### src/rtl/pio_defines.svh
// Register offsets, field masks and reset values of the parallel I/O ports.
`ifndef PIO_DEFINES_SVH
`define PIO_DEFINES_SVH

// ----------------------------------------------------------------------------
// Bus widths
// ----------------------------------------------------------------------------
`define APB_AW          8
`define APB_DW          32
`define PIO_W           16
`define PN_W            8
`define PN_HI           15
`define PN_LO           8

// ----------------------------------------------------------------------------
// Register byte offsets
// ----------------------------------------------------------------------------
`define OFS_PA_FUNC     8'h00
`define OFS_PA_DIR      8'h04
`define OFS_PA_VAL      8'h08
`define OFS_PB_FUNC     8'h0C
`define OFS_PB_DIR      8'h10
`define OFS_PB_VAL      8'h14
`define OFS_PN_DIR      8'h18
`define OFS_PN_VAL      8'h1C

// ----------------------------------------------------------------------------
// Implemented bit masks and reset values
// ----------------------------------------------------------------------------
`define MASK_PA         16'h17FF
`define MASK_PB_FUNC    16'h00E8
`define MASK_PB         16'h0FE8
`define MASK_PN         16'hFF00
`define RST_WORD        16'h0000
`define RST_PN_LOW      8'h00
`define RST_PRDATA      32'h00000000
`define UPPER_ZERO      16'h0000
`define NARROW_BUS_SELECT_NARROW     1'b0

`endif

### src/rtl/pio_pkg.sv
// Types shared by the parallel I/O port design.
package pio_pkg;

  // --------------------------------------------------------------------------
  // Register words and module state
  // --------------------------------------------------------------------------
  typedef logic [15:0] word_t;

  typedef struct packed {
    word_t pa_func;
    word_t pa_dir;
    word_t pa_val;
    word_t pb_func;
    word_t pb_dir;
    word_t pb_val;
    word_t pn_dir;
    word_t pn_val;
  } regs_t;

  typedef struct packed {
    logic [31:0] prdata;
    logic        pslverr;
  } apb_state_t;

endpackage

### src/rtl/parallel_io_port_registers.sv
// Parallel I/O port registers for ports A, B and N behind an APB slave.
//
// Behaviour
// RULE1: Port N pins work only while the bus width selection shows 8-bit mode.
// RULE2: A port N pin is an input while its direction bit is zero.
// RULE3: A port N pin drives its value bit while its direction bit is one.
// RULE4: Port N value reads give pin levels; writes set levels of output pins.
// RULE5: Ports A and B each have three 16-bit read-write registers.
// RULE6: Reserved bits of every port register read as zero.
// RULE7: Port A function bit one selects the peripheral, zero selects GPIO.
// RULE8: A GPIO port A pin is input at direction zero, output at one.
// RULE9: Reset clears port A function and direction bits, making GPIO inputs.
//
// Design decisions made here: the APB interface to the registers and the placing of the registers.
`timescale 1ns/10ps
`default_nettype none
`include "pio_defines.svh"

module parallel_io_port_registers
  import pio_pkg::*;
(
  input  wire logic                clock,
  input  wire logic                rst_n,
  input  wire logic                psel,
  input  wire logic                penable,
  input  wire logic                pwrite,
  input  wire logic [7:0]          paddr,
  input  wire logic [31:0]         pwdata,
  output logic [31:0]              prdata,
  output logic                     pready,
  output logic                     pslverr,
  input  wire logic                narrow_bus_select,
  input  wire logic [15:0]         porta_pin_in,
  output logic [15:0]              porta_pin_out,
  output logic [15:0]              porta_pin_oe,
  input  wire logic [15:0]         porta_periph_out,
  input  wire logic [15:0]         porta_periph_oe,
  output logic [15:0]              porta_periph_in,
  input  wire logic [15:0]         portb_pin_in,
  output logic [15:0]              portb_pin_out,
  output logic [15:0]              portb_pin_oe,
  input  wire logic [15:0]         portb_periph_out,
  input  wire logic [15:0]         portb_periph_oe,
  output logic [15:0]              portb_periph_in,
  input  wire logic [7:0]          portn_pin_in,
  output logic [7:0]               portn_pin_out,
  output logic [7:0]               portn_pin_oe
);

  regs_t       r_reg;
  regs_t       r_next;
  logic [31:0] reg_rdata;
  logic        reg_hit;
  logic        wr_en;
  logic        narrow_mode;
  logic [15:0] pa_rd;
  logic [15:0] pb_rd;
  logic [7:0]  pn_rd;

  // --------------------------------------------------------------------------
  // Address decode
  // --------------------------------------------------------------------------
  function automatic logic addr_hit(input logic [7:0] a);
    case (a)
      `OFS_PA_FUNC, `OFS_PA_DIR, `OFS_PA_VAL, `OFS_PB_FUNC,
      `OFS_PB_DIR, `OFS_PB_VAL, `OFS_PN_DIR, `OFS_PN_VAL: addr_hit = 1'b1;
      default: addr_hit = 1'b0;
    endcase
  endfunction

  // Only the implemented bits of a port are kept; the rest stay zero.
  function automatic word_t keep(input word_t d, input word_t mask);
    keep = d & mask;
  endfunction

  assign reg_hit     = addr_hit(paddr);
  assign narrow_mode = (narrow_bus_select == `NARROW_BUS_SELECT_NARROW);  // RULE1

  // --------------------------------------------------------------------------
  // Bus slave
  // --------------------------------------------------------------------------
  apb_reg_slave u_apb (
    .clock     (clock),
    .rst_n     (rst_n),
    .psel      (psel),
    .penable   (penable),
    .pwrite    (pwrite),
    .reg_rdata (reg_rdata),
    .reg_hit   (reg_hit),
    .pready    (pready),
    .prdata    (prdata),
    .pslverr   (pslverr),
    .wr_en     (wr_en)
  );

  // --------------------------------------------------------------------------
  // Read mux
  // --------------------------------------------------------------------------
  // Reads of the value registers show the stored value for GPIO output pins and the pin level for the rest; port N reads zero on a wide bus.
  always_comb begin
    reg_rdata = `RST_PRDATA;
    case (paddr)
      `OFS_PA_FUNC: reg_rdata = {`UPPER_ZERO, keep(r_reg.pa_func, `MASK_PA)};  // RULE6
      `OFS_PA_DIR:  reg_rdata = {`UPPER_ZERO, keep(r_reg.pa_dir, `MASK_PA)};
      `OFS_PA_VAL:  reg_rdata = {`UPPER_ZERO, keep(pa_rd, `MASK_PA)};
      `OFS_PB_FUNC: reg_rdata = {`UPPER_ZERO, keep(r_reg.pb_func, `MASK_PB_FUNC)};
      `OFS_PB_DIR:  reg_rdata = {`UPPER_ZERO, keep(r_reg.pb_dir, `MASK_PB)};
      `OFS_PB_VAL:  reg_rdata = {`UPPER_ZERO, keep(pb_rd, `MASK_PB)};
      `OFS_PN_DIR:  reg_rdata = {`UPPER_ZERO, keep(r_reg.pn_dir, `MASK_PN)};
      `OFS_PN_VAL:  reg_rdata = {`UPPER_ZERO, pn_rd, `RST_PN_LOW};  // RULE4
      default:      reg_rdata = `RST_PRDATA;
    endcase
  end

  // --------------------------------------------------------------------------
  // Register file
  // --------------------------------------------------------------------------
  always_comb begin
    r_next = r_reg;
    if (wr_en) begin
      case (paddr)  // RULE5
        `OFS_PA_FUNC: r_next.pa_func = keep(pwdata[15:0], `MASK_PA);
        `OFS_PA_DIR:  r_next.pa_dir  = keep(pwdata[15:0], `MASK_PA);
        `OFS_PA_VAL:  r_next.pa_val  = keep(pwdata[15:0], `MASK_PA);
        `OFS_PB_FUNC: r_next.pb_func = keep(pwdata[15:0], `MASK_PB_FUNC);
        `OFS_PB_DIR:  r_next.pb_dir  = keep(pwdata[15:0], `MASK_PB);
        `OFS_PB_VAL:  r_next.pb_val  = keep(pwdata[15:0], `MASK_PB);
        `OFS_PN_DIR:  r_next.pn_dir  = keep(pwdata[15:0], `MASK_PN);
        `OFS_PN_VAL:  r_next.pn_val  = keep(pwdata[15:0], `MASK_PN);  // RULE4
        default:      r_next = r_reg;
      endcase
    end
  end

  // The value registers also reset to zero so that no pin drives garbage
  // the moment software turns a direction bit on.
  always_ff @(posedge clock) begin
    if (!rst_n) begin
      r_reg.pa_func <= `RST_WORD;  // RULE9
      r_reg.pa_dir  <= `RST_WORD;  // RULE9
      r_reg.pa_val  <= `RST_WORD;
      r_reg.pb_func <= `RST_WORD;
      r_reg.pb_dir  <= `RST_WORD;
      r_reg.pb_val  <= `RST_WORD;
      r_reg.pn_dir  <= `RST_WORD;
      r_reg.pn_val  <= `RST_WORD;
    end else begin
      r_reg <= r_next;
    end
  end

  // --------------------------------------------------------------------------
  // Pins
  // --------------------------------------------------------------------------
  io_pin_bank #(.W(`PIO_W)) u_port_a (
    .func       (r_reg.pa_func),  // RULE7
    .dir        (r_reg.pa_dir),   // RULE8
    .val        (r_reg.pa_val),
    .enable     (1'b1),
    .pin_in     (porta_pin_in),
    .periph_out (porta_periph_out),
    .periph_oe  (porta_periph_oe),
    .pin_out    (porta_pin_out),
    .pin_oe     (porta_pin_oe),
    .periph_in  (porta_periph_in),
    .rd_val     (pa_rd)
  );

  io_pin_bank #(.W(`PIO_W)) u_port_b (
    .func       (r_reg.pb_func),
    .dir        (r_reg.pb_dir),
    .val        (r_reg.pb_val),
    .enable     (1'b1),
    .pin_in     (portb_pin_in),
    .periph_out (portb_periph_out),
    .periph_oe  (portb_periph_oe),
    .pin_out    (portb_pin_out),
    .pin_oe     (portb_pin_oe),
    .periph_in  (portb_periph_in),
    .rd_val     (pb_rd)
  );

  // Port N has no peripheral function; on a wide bus its pins carry data
  // lines instead, so the bank floats them and reads zero.
  io_pin_bank #(.W(`PN_W)) u_port_n (
    .func       ({`PN_W{1'b0}}),
    .dir        (r_reg.pn_dir[`PN_HI:`PN_LO]),  // RULE2 RULE3
    .val        (r_reg.pn_val[`PN_HI:`PN_LO]),
    .enable     (narrow_mode),                  // RULE1
    .pin_in     (portn_pin_in),
    .periph_out ({`PN_W{1'b0}}),
    .periph_oe  ({`PN_W{1'b0}}),
    .pin_out    (portn_pin_out),
    .pin_oe     (portn_pin_oe),
    .periph_in  (),
    .rd_val     (pn_rd)
  );

  // --------------------------------------------------------------------------
  // Assertions
  // --------------------------------------------------------------------------
  AST_PN_WIDE_FLOAT: assert property (  // RULE1
    @(posedge clock) disable iff (!rst_n)
    !narrow_mode |-> (portn_pin_oe == {`PN_W{1'b0}}) && (pn_rd == {`PN_W{1'b0}}))
    else $error("Port N drives or reads while the bus is wide.");

  AST_PN_INPUT: assert property (  // RULE2
    @(posedge clock) disable iff (!rst_n)
    (portn_pin_oe & ~r_reg.pn_dir[`PN_HI:`PN_LO]) == {`PN_W{1'b0}})
    else $error("Port N pin drives with its direction bit clear.");

  AST_PN_OUTPUT: assert property (  // RULE3
    @(posedge clock) disable iff (!rst_n)
    narrow_mode |-> (portn_pin_oe == r_reg.pn_dir[`PN_HI:`PN_LO])
                    && (portn_pin_out == r_reg.pn_val[`PN_HI:`PN_LO]))
    else $error("Port N output pin does not drive its value bit.");

  AST_PN_WRITE: assert property (  // RULE4
    @(posedge clock) disable iff (!rst_n)
    (psel && penable && pwrite && paddr == `OFS_PN_VAL)
    |=> portn_pin_out == $past(pwdata[`PN_HI:`PN_LO]))
    else $error("Port N value write did not reach the pins.");

  AST_PN_READ: assert property (  // RULE4
    @(posedge clock) disable iff (!rst_n)
    (psel && !penable && !pwrite && paddr == `OFS_PN_VAL && narrow_mode)
    |=> prdata[`PN_HI:`PN_LO] == $past(portn_pin_in))
    else $error("Port N value read does not show the pin levels.");

  AST_PA_DIR_WRITE: assert property (  // RULE5
    @(posedge clock) disable iff (!rst_n)
    (psel && penable && pwrite && pready && paddr == `OFS_PA_DIR)
    |=> r_reg.pa_dir == ($past(pwdata[15:0]) & `MASK_PA))
    else $error("Port A direction write was not stored.");

  AST_ZERO_WAIT: assert property (  // RULE5
    @(posedge clock) disable iff (!rst_n)
    (psel && !penable) ##1 (psel && penable) |-> pready)
    else $error("Access phase was not answered at once.");

  AST_RESERVED_ZERO: assert property (  // RULE6
    @(posedge clock) disable iff (!rst_n)
    (psel && penable && !pwrite && paddr == `OFS_PA_FUNC)
    |-> (prdata[15:0] & ~`MASK_PA) == `RST_WORD && prdata[31:16] == `UPPER_ZERO)
    else $error("Reserved bits read back as nonzero.");

  AST_PA_FUNCTION: assert property (  // RULE7
    @(posedge clock) disable iff (!rst_n)
    porta_pin_out == ((r_reg.pa_func & porta_periph_out) | (~r_reg.pa_func & r_reg.pa_val)))
    else $error("Port A function select steers the wrong source.");

  AST_PA_DIRECTION: assert property (  // RULE8
    @(posedge clock) disable iff (!rst_n)
    (porta_pin_oe & ~r_reg.pa_func) == (r_reg.pa_dir & ~r_reg.pa_func))
    else $error("Port A GPIO pin direction does not follow its bit.");

  AST_PA_RESET: assert property (  // RULE9
    @(posedge clock)
    !rst_n |=> r_reg.pa_func == `RST_WORD && r_reg.pa_dir == `RST_WORD
               && (porta_pin_oe & ~porta_periph_oe) == `RST_WORD)
    else $error("Reset left port A configured.");

  AST_PA_GPIO_IN_READ: assert property (  // RULE8
    @(posedge clock) disable iff (!rst_n)
    (psel && !penable && !pwrite && paddr == `OFS_PA_VAL)
    |=> ((prdata[15:0] ^ $past(porta_pin_in)) & ~$past(r_reg.pa_dir)
         & ~$past(r_reg.pa_func) & `MASK_PA) == `RST_WORD)
    else $error("Port A input pin value read does not show the pin level.");

  AST_PA_GPIO_OUT_READ: assert property (  // RULE8
    @(posedge clock) disable iff (!rst_n)
    (psel && !penable && !pwrite && paddr == `OFS_PA_VAL)
    |=> ((prdata[15:0] ^ $past(r_reg.pa_val)) & $past(r_reg.pa_dir)
         & ~$past(r_reg.pa_func)) == `RST_WORD)
    else $error("Port A output pin value read does not show the stored value.");

  AST_PA_PERIPH_OE: assert property (  // RULE7
    @(posedge clock) disable iff (!rst_n)
    (porta_pin_oe & r_reg.pa_func) == (porta_periph_oe & r_reg.pa_func))
    else $error("Port A peripheral pin does not follow the peripheral enable.");

  AST_PA_PERIPH_IN: assert property (  // RULE7
    @(posedge clock) disable iff (!rst_n)
    porta_periph_in == (porta_pin_in & r_reg.pa_func))
    else $error("Port A peripheral input is not gated by its function bit.");

  AST_UPPER_ZERO: assert property (  // RULE6
    @(posedge clock) disable iff (!rst_n)
    pready |-> prdata[31:16] == `UPPER_ZERO)
    else $error("Upper half of the read data is not zero.");

  AST_PB_RESERVED_ZERO: assert property (  // RULE6
    @(posedge clock) disable iff (!rst_n)
    (psel && penable && !pwrite && (paddr == `OFS_PB_DIR || paddr == `OFS_PB_VAL))
    |-> (prdata[15:0] & ~`MASK_PB) == `RST_WORD)
    else $error("Port B reserved bits read back as nonzero.");

  AST_PN_RESERVED_ZERO: assert property (  // RULE6
    @(posedge clock) disable iff (!rst_n)
    (psel && penable && !pwrite && (paddr == `OFS_PN_DIR || paddr == `OFS_PN_VAL))
    |-> (prdata[15:0] & ~`MASK_PN) == `RST_WORD)
    else $error("Port N reserved bits read back as nonzero.");

  AST_PN_DIR_WRITE: assert property (  // RULE2
    @(posedge clock) disable iff (!rst_n)
    (psel && penable && pwrite && pready && paddr == `OFS_PN_DIR)
    |=> r_reg.pn_dir == ($past(pwdata[15:0]) & `MASK_PN))
    else $error("Port N direction write was not stored.");

  AST_REFUSED_WRITE: assert property (  // RULE5
    @(posedge clock) disable iff (!rst_n)
    (psel && penable && pwrite && !reg_hit)
    |=> r_reg == $past(r_reg))
    else $error("Write to an unmapped address changed a register.");

endmodule
`default_nettype wire

### src/rtl/apb_reg_slave.sv
// APB slave front end: answers with zero wait and registered read data.
`timescale 1ns/10ps
`default_nettype none
`include "pio_defines.svh"

module apb_reg_slave
  import pio_pkg::*;
(
  input  wire logic        clock,
  input  wire logic        rst_n,
  input  wire logic        psel,
  input  wire logic        penable,
  input  wire logic        pwrite,
  input  wire logic [31:0] reg_rdata,
  input  wire logic        reg_hit,
  output logic             pready,
  output logic [31:0]      prdata,
  output logic             pslverr,
  output logic             wr_en
);

  apb_state_t st_reg;
  apb_state_t st_next;

  // --------------------------------------------------------------------------
  // Protocol
  // --------------------------------------------------------------------------
  // Read data is caught in the setup cycle so that prdata comes from a flop.
  always_comb begin
    st_next = st_reg;
    if (psel && !penable) begin
      st_next.prdata  = pwrite ? `RST_PRDATA : reg_rdata;
      st_next.pslverr = !reg_hit;
    end
  end

  always_ff @(posedge clock) begin
    if (!rst_n) begin
      st_reg.prdata  <= `RST_PRDATA;
      st_reg.pslverr <= 1'b0;
    end else begin
      st_reg <= st_next;
    end
  end

  assign pready  = psel && penable;
  assign prdata  = st_reg.prdata;
  assign pslverr = pready && st_reg.pslverr;
  assign wr_en   = pready && pwrite && reg_hit;

endmodule
`default_nettype wire

### src/rtl/io_pin_bank.sv
// Pin steering for one port: direction, function select and readback.
`timescale 1ns/10ps
`default_nettype none

module io_pin_bank #(
  parameter int W = 16
) (
  input  wire logic [W-1:0] func,
  input  wire logic [W-1:0] dir,
  input  wire logic [W-1:0] val,
  input  wire logic         enable,
  input  wire logic [W-1:0] pin_in,
  input  wire logic [W-1:0] periph_out,
  input  wire logic [W-1:0] periph_oe,
  output logic [W-1:0]      pin_out,
  output logic [W-1:0]      pin_oe,
  output logic [W-1:0]      periph_in,
  output logic [W-1:0]      rd_val
);

  // --------------------------------------------------------------------------
  // Steering
  // --------------------------------------------------------------------------
  // A disabled bank floats every pin and reads as zero.
  always_comb begin
    pin_out   = (func & periph_out) | (~func & val);
    pin_oe    = enable ? ((func & periph_oe) | (~func & dir)) : {W{1'b0}};
    periph_in = func & pin_in;
    rd_val    = enable ? ((~func & dir & val) | (~(~func & dir) & pin_in)) : {W{1'b0}};
  end

endmodule
`default_nettype wire

### config.mk
export PLATFORM = sky130hd
export DESIGN_NAME = parallel_io_port_registers
export DESIGN_NICKNAME = d
export VERILOG_FILES = /design/src/rtl/pio_pkg.sv /design/src/rtl/parallel_io_port_registers.sv /design/src/rtl/apb_reg_slave.sv /design/src/rtl/io_pin_bank.sv
export VERILOG_INCLUDE_DIRS = /design/src /design/src/rtl
export SDC_FILE = /design/constraint.sdc
export NUM_CORES = 1
export LEC_CHECK = 0
export ABC_AREA = 1
export BUFFER_PORTS_ARGS = -buffer_cell sky130_fd_sc_hd__buf_2
export CORE_ASPECT_RATIO = 0.75
export CORE_MARGIN = 1
export CORE_UTILIZATION = 46
export CTS_BUF_LIST = sky130_fd_sc_hd__clkbuf_16
export CTS_CLUSTER_DIAMETER = 80
export DETAILED_ROUTE_END_ITERATION = 10
export HOLD_SLACK_MARGIN = 0.05
export PLACE_DENSITY = 0.79
export SLEW_MARGIN = 30
export SYNTH_ARGS = -nofsm -noshare
export SYNTH_HDL_FRONTEND = slang
export SYNTH_SLANG_ARGS = --single-unit
### constraint.sdc
create_clock -name clock -period 1.9 [get_ports clock]
set_input_delay 0.38 -clock clock [delete_from_list [all_inputs] [get_ports clock]]
set_output_delay 0.38 -clock clock [all_outputs]
set_load 0.01 [all_outputs]
==> flow_summary.json, run 1 <==
{
  "leakage_nw": 3.691,
  "whs_path_depth": 3,
  "routed_wl_um": 14600,
  "dieHeight_um": 97.89,
  "rows": 34,
  "cap_violations": 0,
  "dr.pass1.iters": 7,
  "finalSetupViolCount": 0,
  "dieArea_um2": 12710,
  "clock.fmax_mhz": 632.7,
  "netlist_area_um2": 5639,
  "cts_buffer_depth": 2,
  "hpwl_um": 11260,
  "root_buffer": "clkbuf_16",
  "avgSynthCellArea_um2": 6.083,
  "async_reset_ff_frac": 0,
  "ys_warn_count": 0,
  "largest_register_ffs": 72,
  "cts_resized": 0,
  "critPathMaxFanout": 7,
  "cts_setup_buffers": 0,
  "clk_latency_ns": 0.33,
  "cts-buffers-inserted": 9,
  "grt_pass1_vias": 4723,
  "min_period_ns": 1.581,
  "hold_viol": 0,
  "drv_slew": 0,
  "fill_cells": 1203,
  "cts.clk_slew.worst_paths_ns": 0.06,
  "whs_endpoint": "r_reg[30]",
  "worstRegToRegCells": 10,
  "synth_edf_count": 0,
  "drtIter0Drc": 321,
  "drc": 0,
  "drive_gt1_frac": 0.2165,
  "hp-start": "pwdata[14]",
  "layout_commonest_cell": "nand2_1",
  "yosys.cell_types.count": 25,
  "grt_pass1_wl_um": 22800,
  "rsz0062_at_grt": "false",
  "max_slew_margin": 0.6664,
  "final_net_count": 1235,
  "rr_startpoint": "r_reg[117]",
  "grt_max_degree": 41,
  "port_buffers": 179,
  "syn_inst": 927,
  "cts_tree": "done",
  "ant_nets": 0,
  "vias": 5717,
  "worst-endpoint-required_ns": 1.52,
  "ys_seq_area_frac": 0.3160,
  "antenna_found_initial": 1,
  "h-tree-depth": 3,
  "numClockSinks": 89,
  "ir_drop_uv": 496.3,
  "path_class": "flip-flop to output port",
  "timing.rr.end": "u_apb.prdata[5]",
  "initial_utilization": 0.4786,
  "vias_per_cell": 4.563,
  "syn2layout_area_growth_pct": 18.59,
  "skew_ns": 0.003404,
  "synthFlopType": "dfxtp_1",
  "hold_class": "input pin to flip-flop",
  "tightest_slew_ns": 0.4973,
  "cp.arrival_ns": 1.20,
  "period_share": 0.8319,
  "postCtsHoldBufs": 0,
  "status": "finished, final reports clean",
  "gr-total-overflow": 0,
  "power_density_nw_per_um2": 610.3,
  "avgRoutedWirePerCell_um": 11.65,
  "place.gp.congestion": 0.8242,
  "startpoint_type": "flip-flop",
  "finalPower_mw": 4.081,
  "track_usage": 0.2296,
  "final_cell_mix": "nand2_1, buf_2, nor2_1, inv_1, dfxtp_1",
  "io-pin-count": 296,
  "die_width_um": 129.9,
  "synth.ff_latch_count": 89,
  "setup_tns_ns": 0,
  "core_region_area_um2": 11780,
  "rrSetupSlack_ns": 0.44,
  "end_kind": "output port"
}
cell type report:
class / count / area, um^2 / share of cell area
inverters: 93 / 349.1 / 0.05220
well taps: 162 / 202.7 / 0.03031
repair buffers: 206 / 1149 / 0.1717
multi-input cells: 686 / 2893 / 0.4326
flip-flops and latches: 89 / 1782 / 0.2664
diodes: 1 / 2.502 / 0.0003742
clock buffers: 9 / 225.2 / 0.03368
clock inverters: 7 / 85.08 / 0.01272
critical path: stages (launching register included):
cell     delay [ns]
dfxtp_1        0.46
inv_1          0.07
nand2_1        0.14
nand2_1        0.06
buf_2          0.14
power breakdown:
group	internal, mW	switching [mW]	leakage (nW)	total (mW)
Sequential	1.87	0.000349	0.717	1.87
Combinational	0.115	0.228	2.82	0.342
Clock	1.14	0.731	0.156	1.87
kinds of logic (layout without fill, tap and decap cells):
family | after synthesis | count (layout) | synth area share
buffers and inverters | 207 | 315 | 0.2077
muxes | 1 | 1 | 0.001775
DFF | 89 | 89 | 0.3160
other | 1 | 57 | 0.0006650
AOI/OAI and AO/OA | 96 | 96 | 0.08587
and+or+nand+nor | 533 | 533 | 0.3881
routing by layer:
metal / part of all wire / wire length (um) / up-vias / global-route usage
li1: - / - / 3002 / -
met1: 0.49 / 7159 / 2499 / 0.3373
met2: 0.43 / 6220 / 205 / 0.3447
met3: 0.076 / 1111 / 11 / 0.04932
met4: 0.0076 / 111 / 0 / 0.04114
met5: 0 / 0 / - / 0
how the worst max path moves through the flow:
stage	startpoint	end	depth (start not counted)
global route	paddr[5]	r_reg[31]	8
CTS	r_reg[117]	porta_pin_oe[5]	4
floorplan	paddr[7]	r_reg[41]	8
global placement	paddr[1]	r_reg[106]	9
detailed placement	paddr[1]	r_reg[102]	9
finish	r_reg[117]	porta_pin_oe[5]	4
synth_stat cells (6+ instances only):
cell type,number,area [um^2]
clkbuf_1,7,26.28
o21ai_0,56,280.3
buf_4,89,668.1
buf_6,7,78.83
nor2_1,146,548.0
nand3_1,42,210.2
buf_2,6,30.03
dfxtp_1,89,1782
inv_1,91,341.6
nand2_1,329,1235
a21oi_1,38,190.2
through the flow:
| stage | worst slack [ns] | util | hold WS (ns) | area, um^2 | cells |
|---|---|---|---|---|---|
| after floorplan | 0.3156 | - | 0.4362 | 5846 | 982 |
| after global placement | 0.06635 | 0.5410 | 0.4523 | 6375 | 1236 |
| after global routing | 0.2376 | 0.5675 | 0.3146 | 6688 | 1253 |
| after detailed placement | 0.02805 | 0.5410 | 0.4590 | 6375 | 1236 |
| final | 0.3195 | 0.5675 | 0.2988 | 6688 | 1253 |
| after CTS | 0.3355 | 0.5673 | 0.2894 | 6685 | 1252 |
(Power assumes the default switching activity.)
==> run 2, diff against run 1 <==
clock period = 1.6 ns   (was 1.9 ns; I/O delays follow)
==> run 2 against run 1 <==
  * Largest power group is now the clock network
  * Sequential power up 19%
  * Clock power up 21%
  * Clock-buffer cell count unchanged
==> flow_summary.json, run 2 (synthesis results as in run 1) <==
{
  "intPower_mw": 3.730,
  "root_buffer": "clkbuf_16",
  "startpoint_type": "flip-flop",
  "track_usage": 0.2411,
  "worstRegToRegCells": 9,
  "power_density_nw_per_um2": 709.8,
  "cts_setup_buffers": 0,
  "drive_gt1_frac": 0.2368,
  "vias_per_cell": 4.581,
  "initial_utilization": 0.4786,
  "endpoint": "portb_pin_oe[6]",
  "hpwl_um": 11610,
  "period_share": 0.9088,
  "skew_ns": 0.007399,
  "fill_cells": 1191,
  "crit_path_start": "r_reg[70]",
  "postCtsHoldBufs": 0,
  "h-tree-depth": 3,
  "antenna_found_initial": 1,
  "gr-total-overflow": 0,
  "rows": 34,
  "timing.critical_path.buf_inv": 2,
  "cp.arrival_ns": 1.13,
  "drc": 0,
  "ir_drop_uv": 467.6,
  "rrSetupSlack_ns": 0.15,
  "critPathTopFamily": "flip-flops",
  "multi_input_area_um2": 2893,
  "fin_ws_ns": 0.1459,
  "cts_buffer_depth": 2,
  "final_cell_mix": "nand2_1, buf_2, nor2_1, inv_1, dfxtp_1",
  "finalPower_mw": 4.904,
  "cts_resized": 0,
  "p_clk_frac": 0.462,
  "placed_area_um2": 6588,
  "drv_slew": 0,
  "grt_pass1_vias": 4944,
  "path_cells": "inv_1 > nand2_1 > nand2_1 > buf_2",
  "layout_commonest_cell": "nand2_1",
  "timing.rr.end": "u_apb.prdata[5]",
  "ant_nets": 0,
  "min_period_ns": 1.454,
  "largest_register_ffs": 72,
  "end_kind": "output port",
  "syn2layout_area_growth_pct": 22.52,
  "hold_class": "input pin to flip-flop",
  "dr.pass1.iters": 5,
  "grt_max_degree": 73,
  "leakage_nw": 3.817,
  "cts.clk_slew.worst_paths_ns": 0.07,
  "vias": 5855,
  "die_width_um": 129.9,
  "place_ws_ns": -0.1881,
  "critPathMaxFanout": 6,
  "numClockSinks": 89,
  "dieArea_um2": 12710,
  "final_area_um2": 6909,
  "setup_tns_ns": 0,
  "worst-endpoint-required_ns": 1.28,
  "rr_startpoint": "r_reg[117]",
  "critPathSlowestCell": "dfxtp_1",
  "clk_latency_ns": 0.34,
  "path_common_cell": "nand2_1",
  "rsz0062_at_grt": "false",
  "path_class": "flip-flop to output port",
  "core_region_area_um2": 11780,
  "crit_cells": 4,
  "dieHeight_um": 97.89,
  "avgRoutedWirePerCell_um": 11.80,
  "power_frac_comb": 0.086,
  "io-pin-count": 296,
  "sw_frac_of_total": 0.2394,
  "regArea_um2": 1783,
  "hold_viol": 0,
  "port_buffers": 179,
  "clock.fmax_mhz": 687.7,
  "whs_path_depth": 3,
  "grt_pass1_wl_um": 23880,
  "power_frac_seq": 0.452,
  "power.switching_mw": 1.174,
  "finalSetupViolCount": 0,
  "cts_tree": "done",
  "drtIter0Drc": 371,
  "routed_wl_um": 15080,
  "place.gp.congestion": 0.8389,
  "cap_violations": 0,
  "final_net_count": 1260,
  "cts-buffers-inserted": 9,
  "status": "finished, final reports clean",
  "worst_path_largest_cell_delay_ns": 0.43
}
-- run 2: per-stage QoR --
| stage | util | std cells | hold slack [ns] |
|---|---|---|---|
| finish | 0.5863 | 1278 | 0.2341 |
| global route | 0.5863 | 1278 | 0.2484 |
| CTS | 0.5860 | 1277 | 0.2198 |
| detailed placement | 0.5590 | 1261 | 0.4537 |
| global placement | 0.5590 | 1261 | 0.4510 |
| floorplan | - | 982 | 0.4362 |
-- run 2: worst register-to-register path, cell delays in order (launching register included) --
cell and delay [ns]:
dfxtp_2 0.36, inv_1 0.06, nand2_1 0.10, o21ai_0 0.34
nand2_1 0.15, nand2_1 0.09, inv_1 0.04, nand2_1 0.08
nand2_1 0.06, a21oi_1 0.11
-- run 2: final cells by class --
class | instances | share of cell area
Tap cell | 162 | 0.02934
Antenna cell | 1 | 0.0003622
Clock buffer | 9 | 0.03260
Clock inverter | 7 | 0.01340
Sequential cell | 89 | 0.2581
Timing Repair Buffer | 231 | 0.1970
Inverter | 93 | 0.05053
Multi-Input combinational cell | 686 | 0.4187
-- run 2: power groups by stage --
stage	Clock [mW]	Combinational, mW	Sequential (mW)
after floorplan	0	0.321	2.27
after global placement	0	0.412	2.27
after detailed placement	0	0.415	2.27
after CTS	2.30	0.417	2.22
after global routing	2.41	0.470	2.21
final	2.27	0.422	2.22
-- run 2: worst min-delay path by stage --
stage                          startpoint               to  slack (ns)
after floorplan           u_apb.st_reg[0]  u_apb.st_reg[0]        0.44
after global placement    u_apb.prdata[1]  u_apb.prdata[1]        0.45
after detailed placement  u_apb.prdata[3]  u_apb.prdata[3]        0.45
after CTS                      pwdata[14]        r_reg[30]        0.22
after global routing           pwdata[15]        r_reg[31]        0.25
final                          pwdata[15]        r_reg[31]        0.23
-- run 2: routing by layer --
| metal | vias up | routed length, um | GRT usage |
|---|---|---|---|
| met5 | - | 0 | 0 |
| met4 | 0 | 160 | 0.05635 |
| met3 | 15 | 1151 | 0.04658 |
| met2 | 217 | 6638 | 0.3801 |
| met1 | 2571 | 7126 | 0.3379 |
| li1 | 3052 | - | - |
==> run 3, diff against run 2 <==
CORE_UTILIZATION = 30   (was 46)
PLACE_DENSITY = 0.55   (was 0.79)
clock period = 1.7 ns   (was 1.6 ns; I/O delays follow)
==> run 3 against run 2 <==
  * Design area is 1.5% higher
  * First-iteration DRC count is 29% lower
  * Combinational power is 3% lower
  * Clock skew is 0.0015 ns higher
  * Worst hold slack better by 0.011 ns
  * Cell count is 6.3% higher
==> flow_summary.json, run 3 (synthesis results as in run 1) <==
{
  "grtUsageMet2": 0.2666,
  "instances_no_fill": 1358,
  "hold_class": "input pin to flip-flop",
  "hold_viol": 0,
  "finalSetupViolCount": 0,
  "diodes": 0,
  "vias": 5671,
  "port_buffers": 179,
  "hold_slack_ns": 0.2454,
  "grt_pass1_wl_um": 26100,
  "clock.fmax_mhz": 636.1,
  "worst-endpoint-required_ns": 1.36,
  "dp_cells": 1342,
  "die_width_um": 160.3,
  "cts-buffers-inserted": 9,
  "drtIter0Drc": 262,
  "grt_max_degree": 73,
  "syn2layout_area_growth_pct": 24.34,
  "rsz0062_at_grt": "false",
  "drive_gt1_frac": 0.2322,
  "postCtsHoldBufs": 0,
  "period_share": 0.9247,
  "worstRegToRegCells": 9,
  "layout_commonest_cell": "nand2_1",
  "gr-total-overflow": 0,
  "setup_tns_ns": 0,
  "largest_register_ffs": 72,
  "dieHeight_um": 120.7,
  "cts_resized": 0,
  "ir_drop_uv": 453.9,
  "vias_per_cell": 4.176,
  "skew_ns": 0.008899,
  "ant_nets": 0,
  "final_cell_mix": "nand2_1, buf_2, nor2_1, inv_1, dfxtp_1",
  "cap_violations": 0,
  "place.gp.congestion": 0.7698,
  "grt_pass1_vias": 5027,
  "track_usage": 0.1740,
  "cts_buffer_depth": 2,
  "drc": 0,
  "finalPower_mw": 4.773,
  "final_net_count": 1256,
  "end_kind": "output port",
  "met1_usage": 0.2487,
  "cts_setup_buffers": 0,
  "rows": 43,
  "clk_latency_ns": 0.35,
  "startpoint_type": "flip-flop",
  "leakage_nw": 3.816,
  "cp.arrival_ns": 1.23,
  "antenna_found_initial": 1,
  "dieArea_um2": 19360,
  "numClockSinks": 89,
  "power_density_nw_per_um2": 680.7,
  "critPathMaxFanout": 6,
  "initial_utilization": 0.3056,
  "hpwl_um": 12640,
  "io-pin-count": 296,
  "dr.pass1.iters": 4,
  "status": "finished, final reports clean",
  "drv_slew": 0,
  "grt-busiest-layer": "met2",
  "cts.clk_slew.worst_paths_ns": 0.07,
  "min_period_ns": 1.572,
  "cts_tree": "done",
  "whs_path_depth": 3,
  "routed_wl_um": 16410,
  "avgRoutedWirePerCell_um": 12.08,
  "h-tree-depth": 3,
  "grt_use_met3": 0.03705,
  "path_class": "flip-flop to output port",
  "root_buffer": "clkbuf_16",
  "core_region_area_um2": 18450
}
[run 3: cell count changes in the layout (fill, tap and decap cells not counted)]
cell | before | now
buf_4 | 46 | 41
inv_1 | 91 | 92
diode_2 | 1 | 0
dfxtp_1 | 88 | 89
inv_6 | 1 | 0
clkinvlp_4 | 2 | 1
dfxtp_2 | 1 | 0
buf_12 | 6 | 7
bufinv_16 | 2 | 3
[run 3: critical path, stage by stage (launching register included)]
cell,delay (ns)
dfxtp_1,0.46
inv_1,0.09
nand2_1,0.13
nand2_1,0.07
buf_2,0.14
[run 3: stage by stage]
stage	worst slack, ns	area [um^2]	util
final	0.1280	7012	0.3800
after global routing	0.04731	7012	0.3800
after CTS	0.1127	7012	0.3800
after detailed placement	-0.1020	6676	0.3618
after global placement	-0.06377	6676	0.3618
after floorplan	0.1556	5846	-
[run 3: metal layers]
metal,up-vias,routed length [um]
met4,2,112
met3,11,1038
met1,2446,8298
li1,3048,-
met2,164,6945
met5,-,13
[run 3: layout make-up]
cell class	count	area, um^2
timing repair buffer	227	1344
clock buffer	9	225.2
clock inverter	7	110.1
multi-input combinational	686	2893
fill	2017	11440
sequential	89	1782
inverter	93	349.1
tap	247	309.0
[run 3: final timing paths]
check	end	from	slack, ns
min reg2reg	u_apb.prdata[3]	u_apb.prdata[3]	0.46
max	porta_pin_oe[10]	r_reg[122]	0.13
min	r_reg[31]	pwdata[15]	0.25
max reg2reg	u_apb.prdata[8]	r_reg[120]	0.25
[run 3: power breakdown]
part | internal (mW) | switching, mW
combinational | 0.146 | 0.263
clock | 1.42 | 0.854
sequential | 2.09 | 0.000367
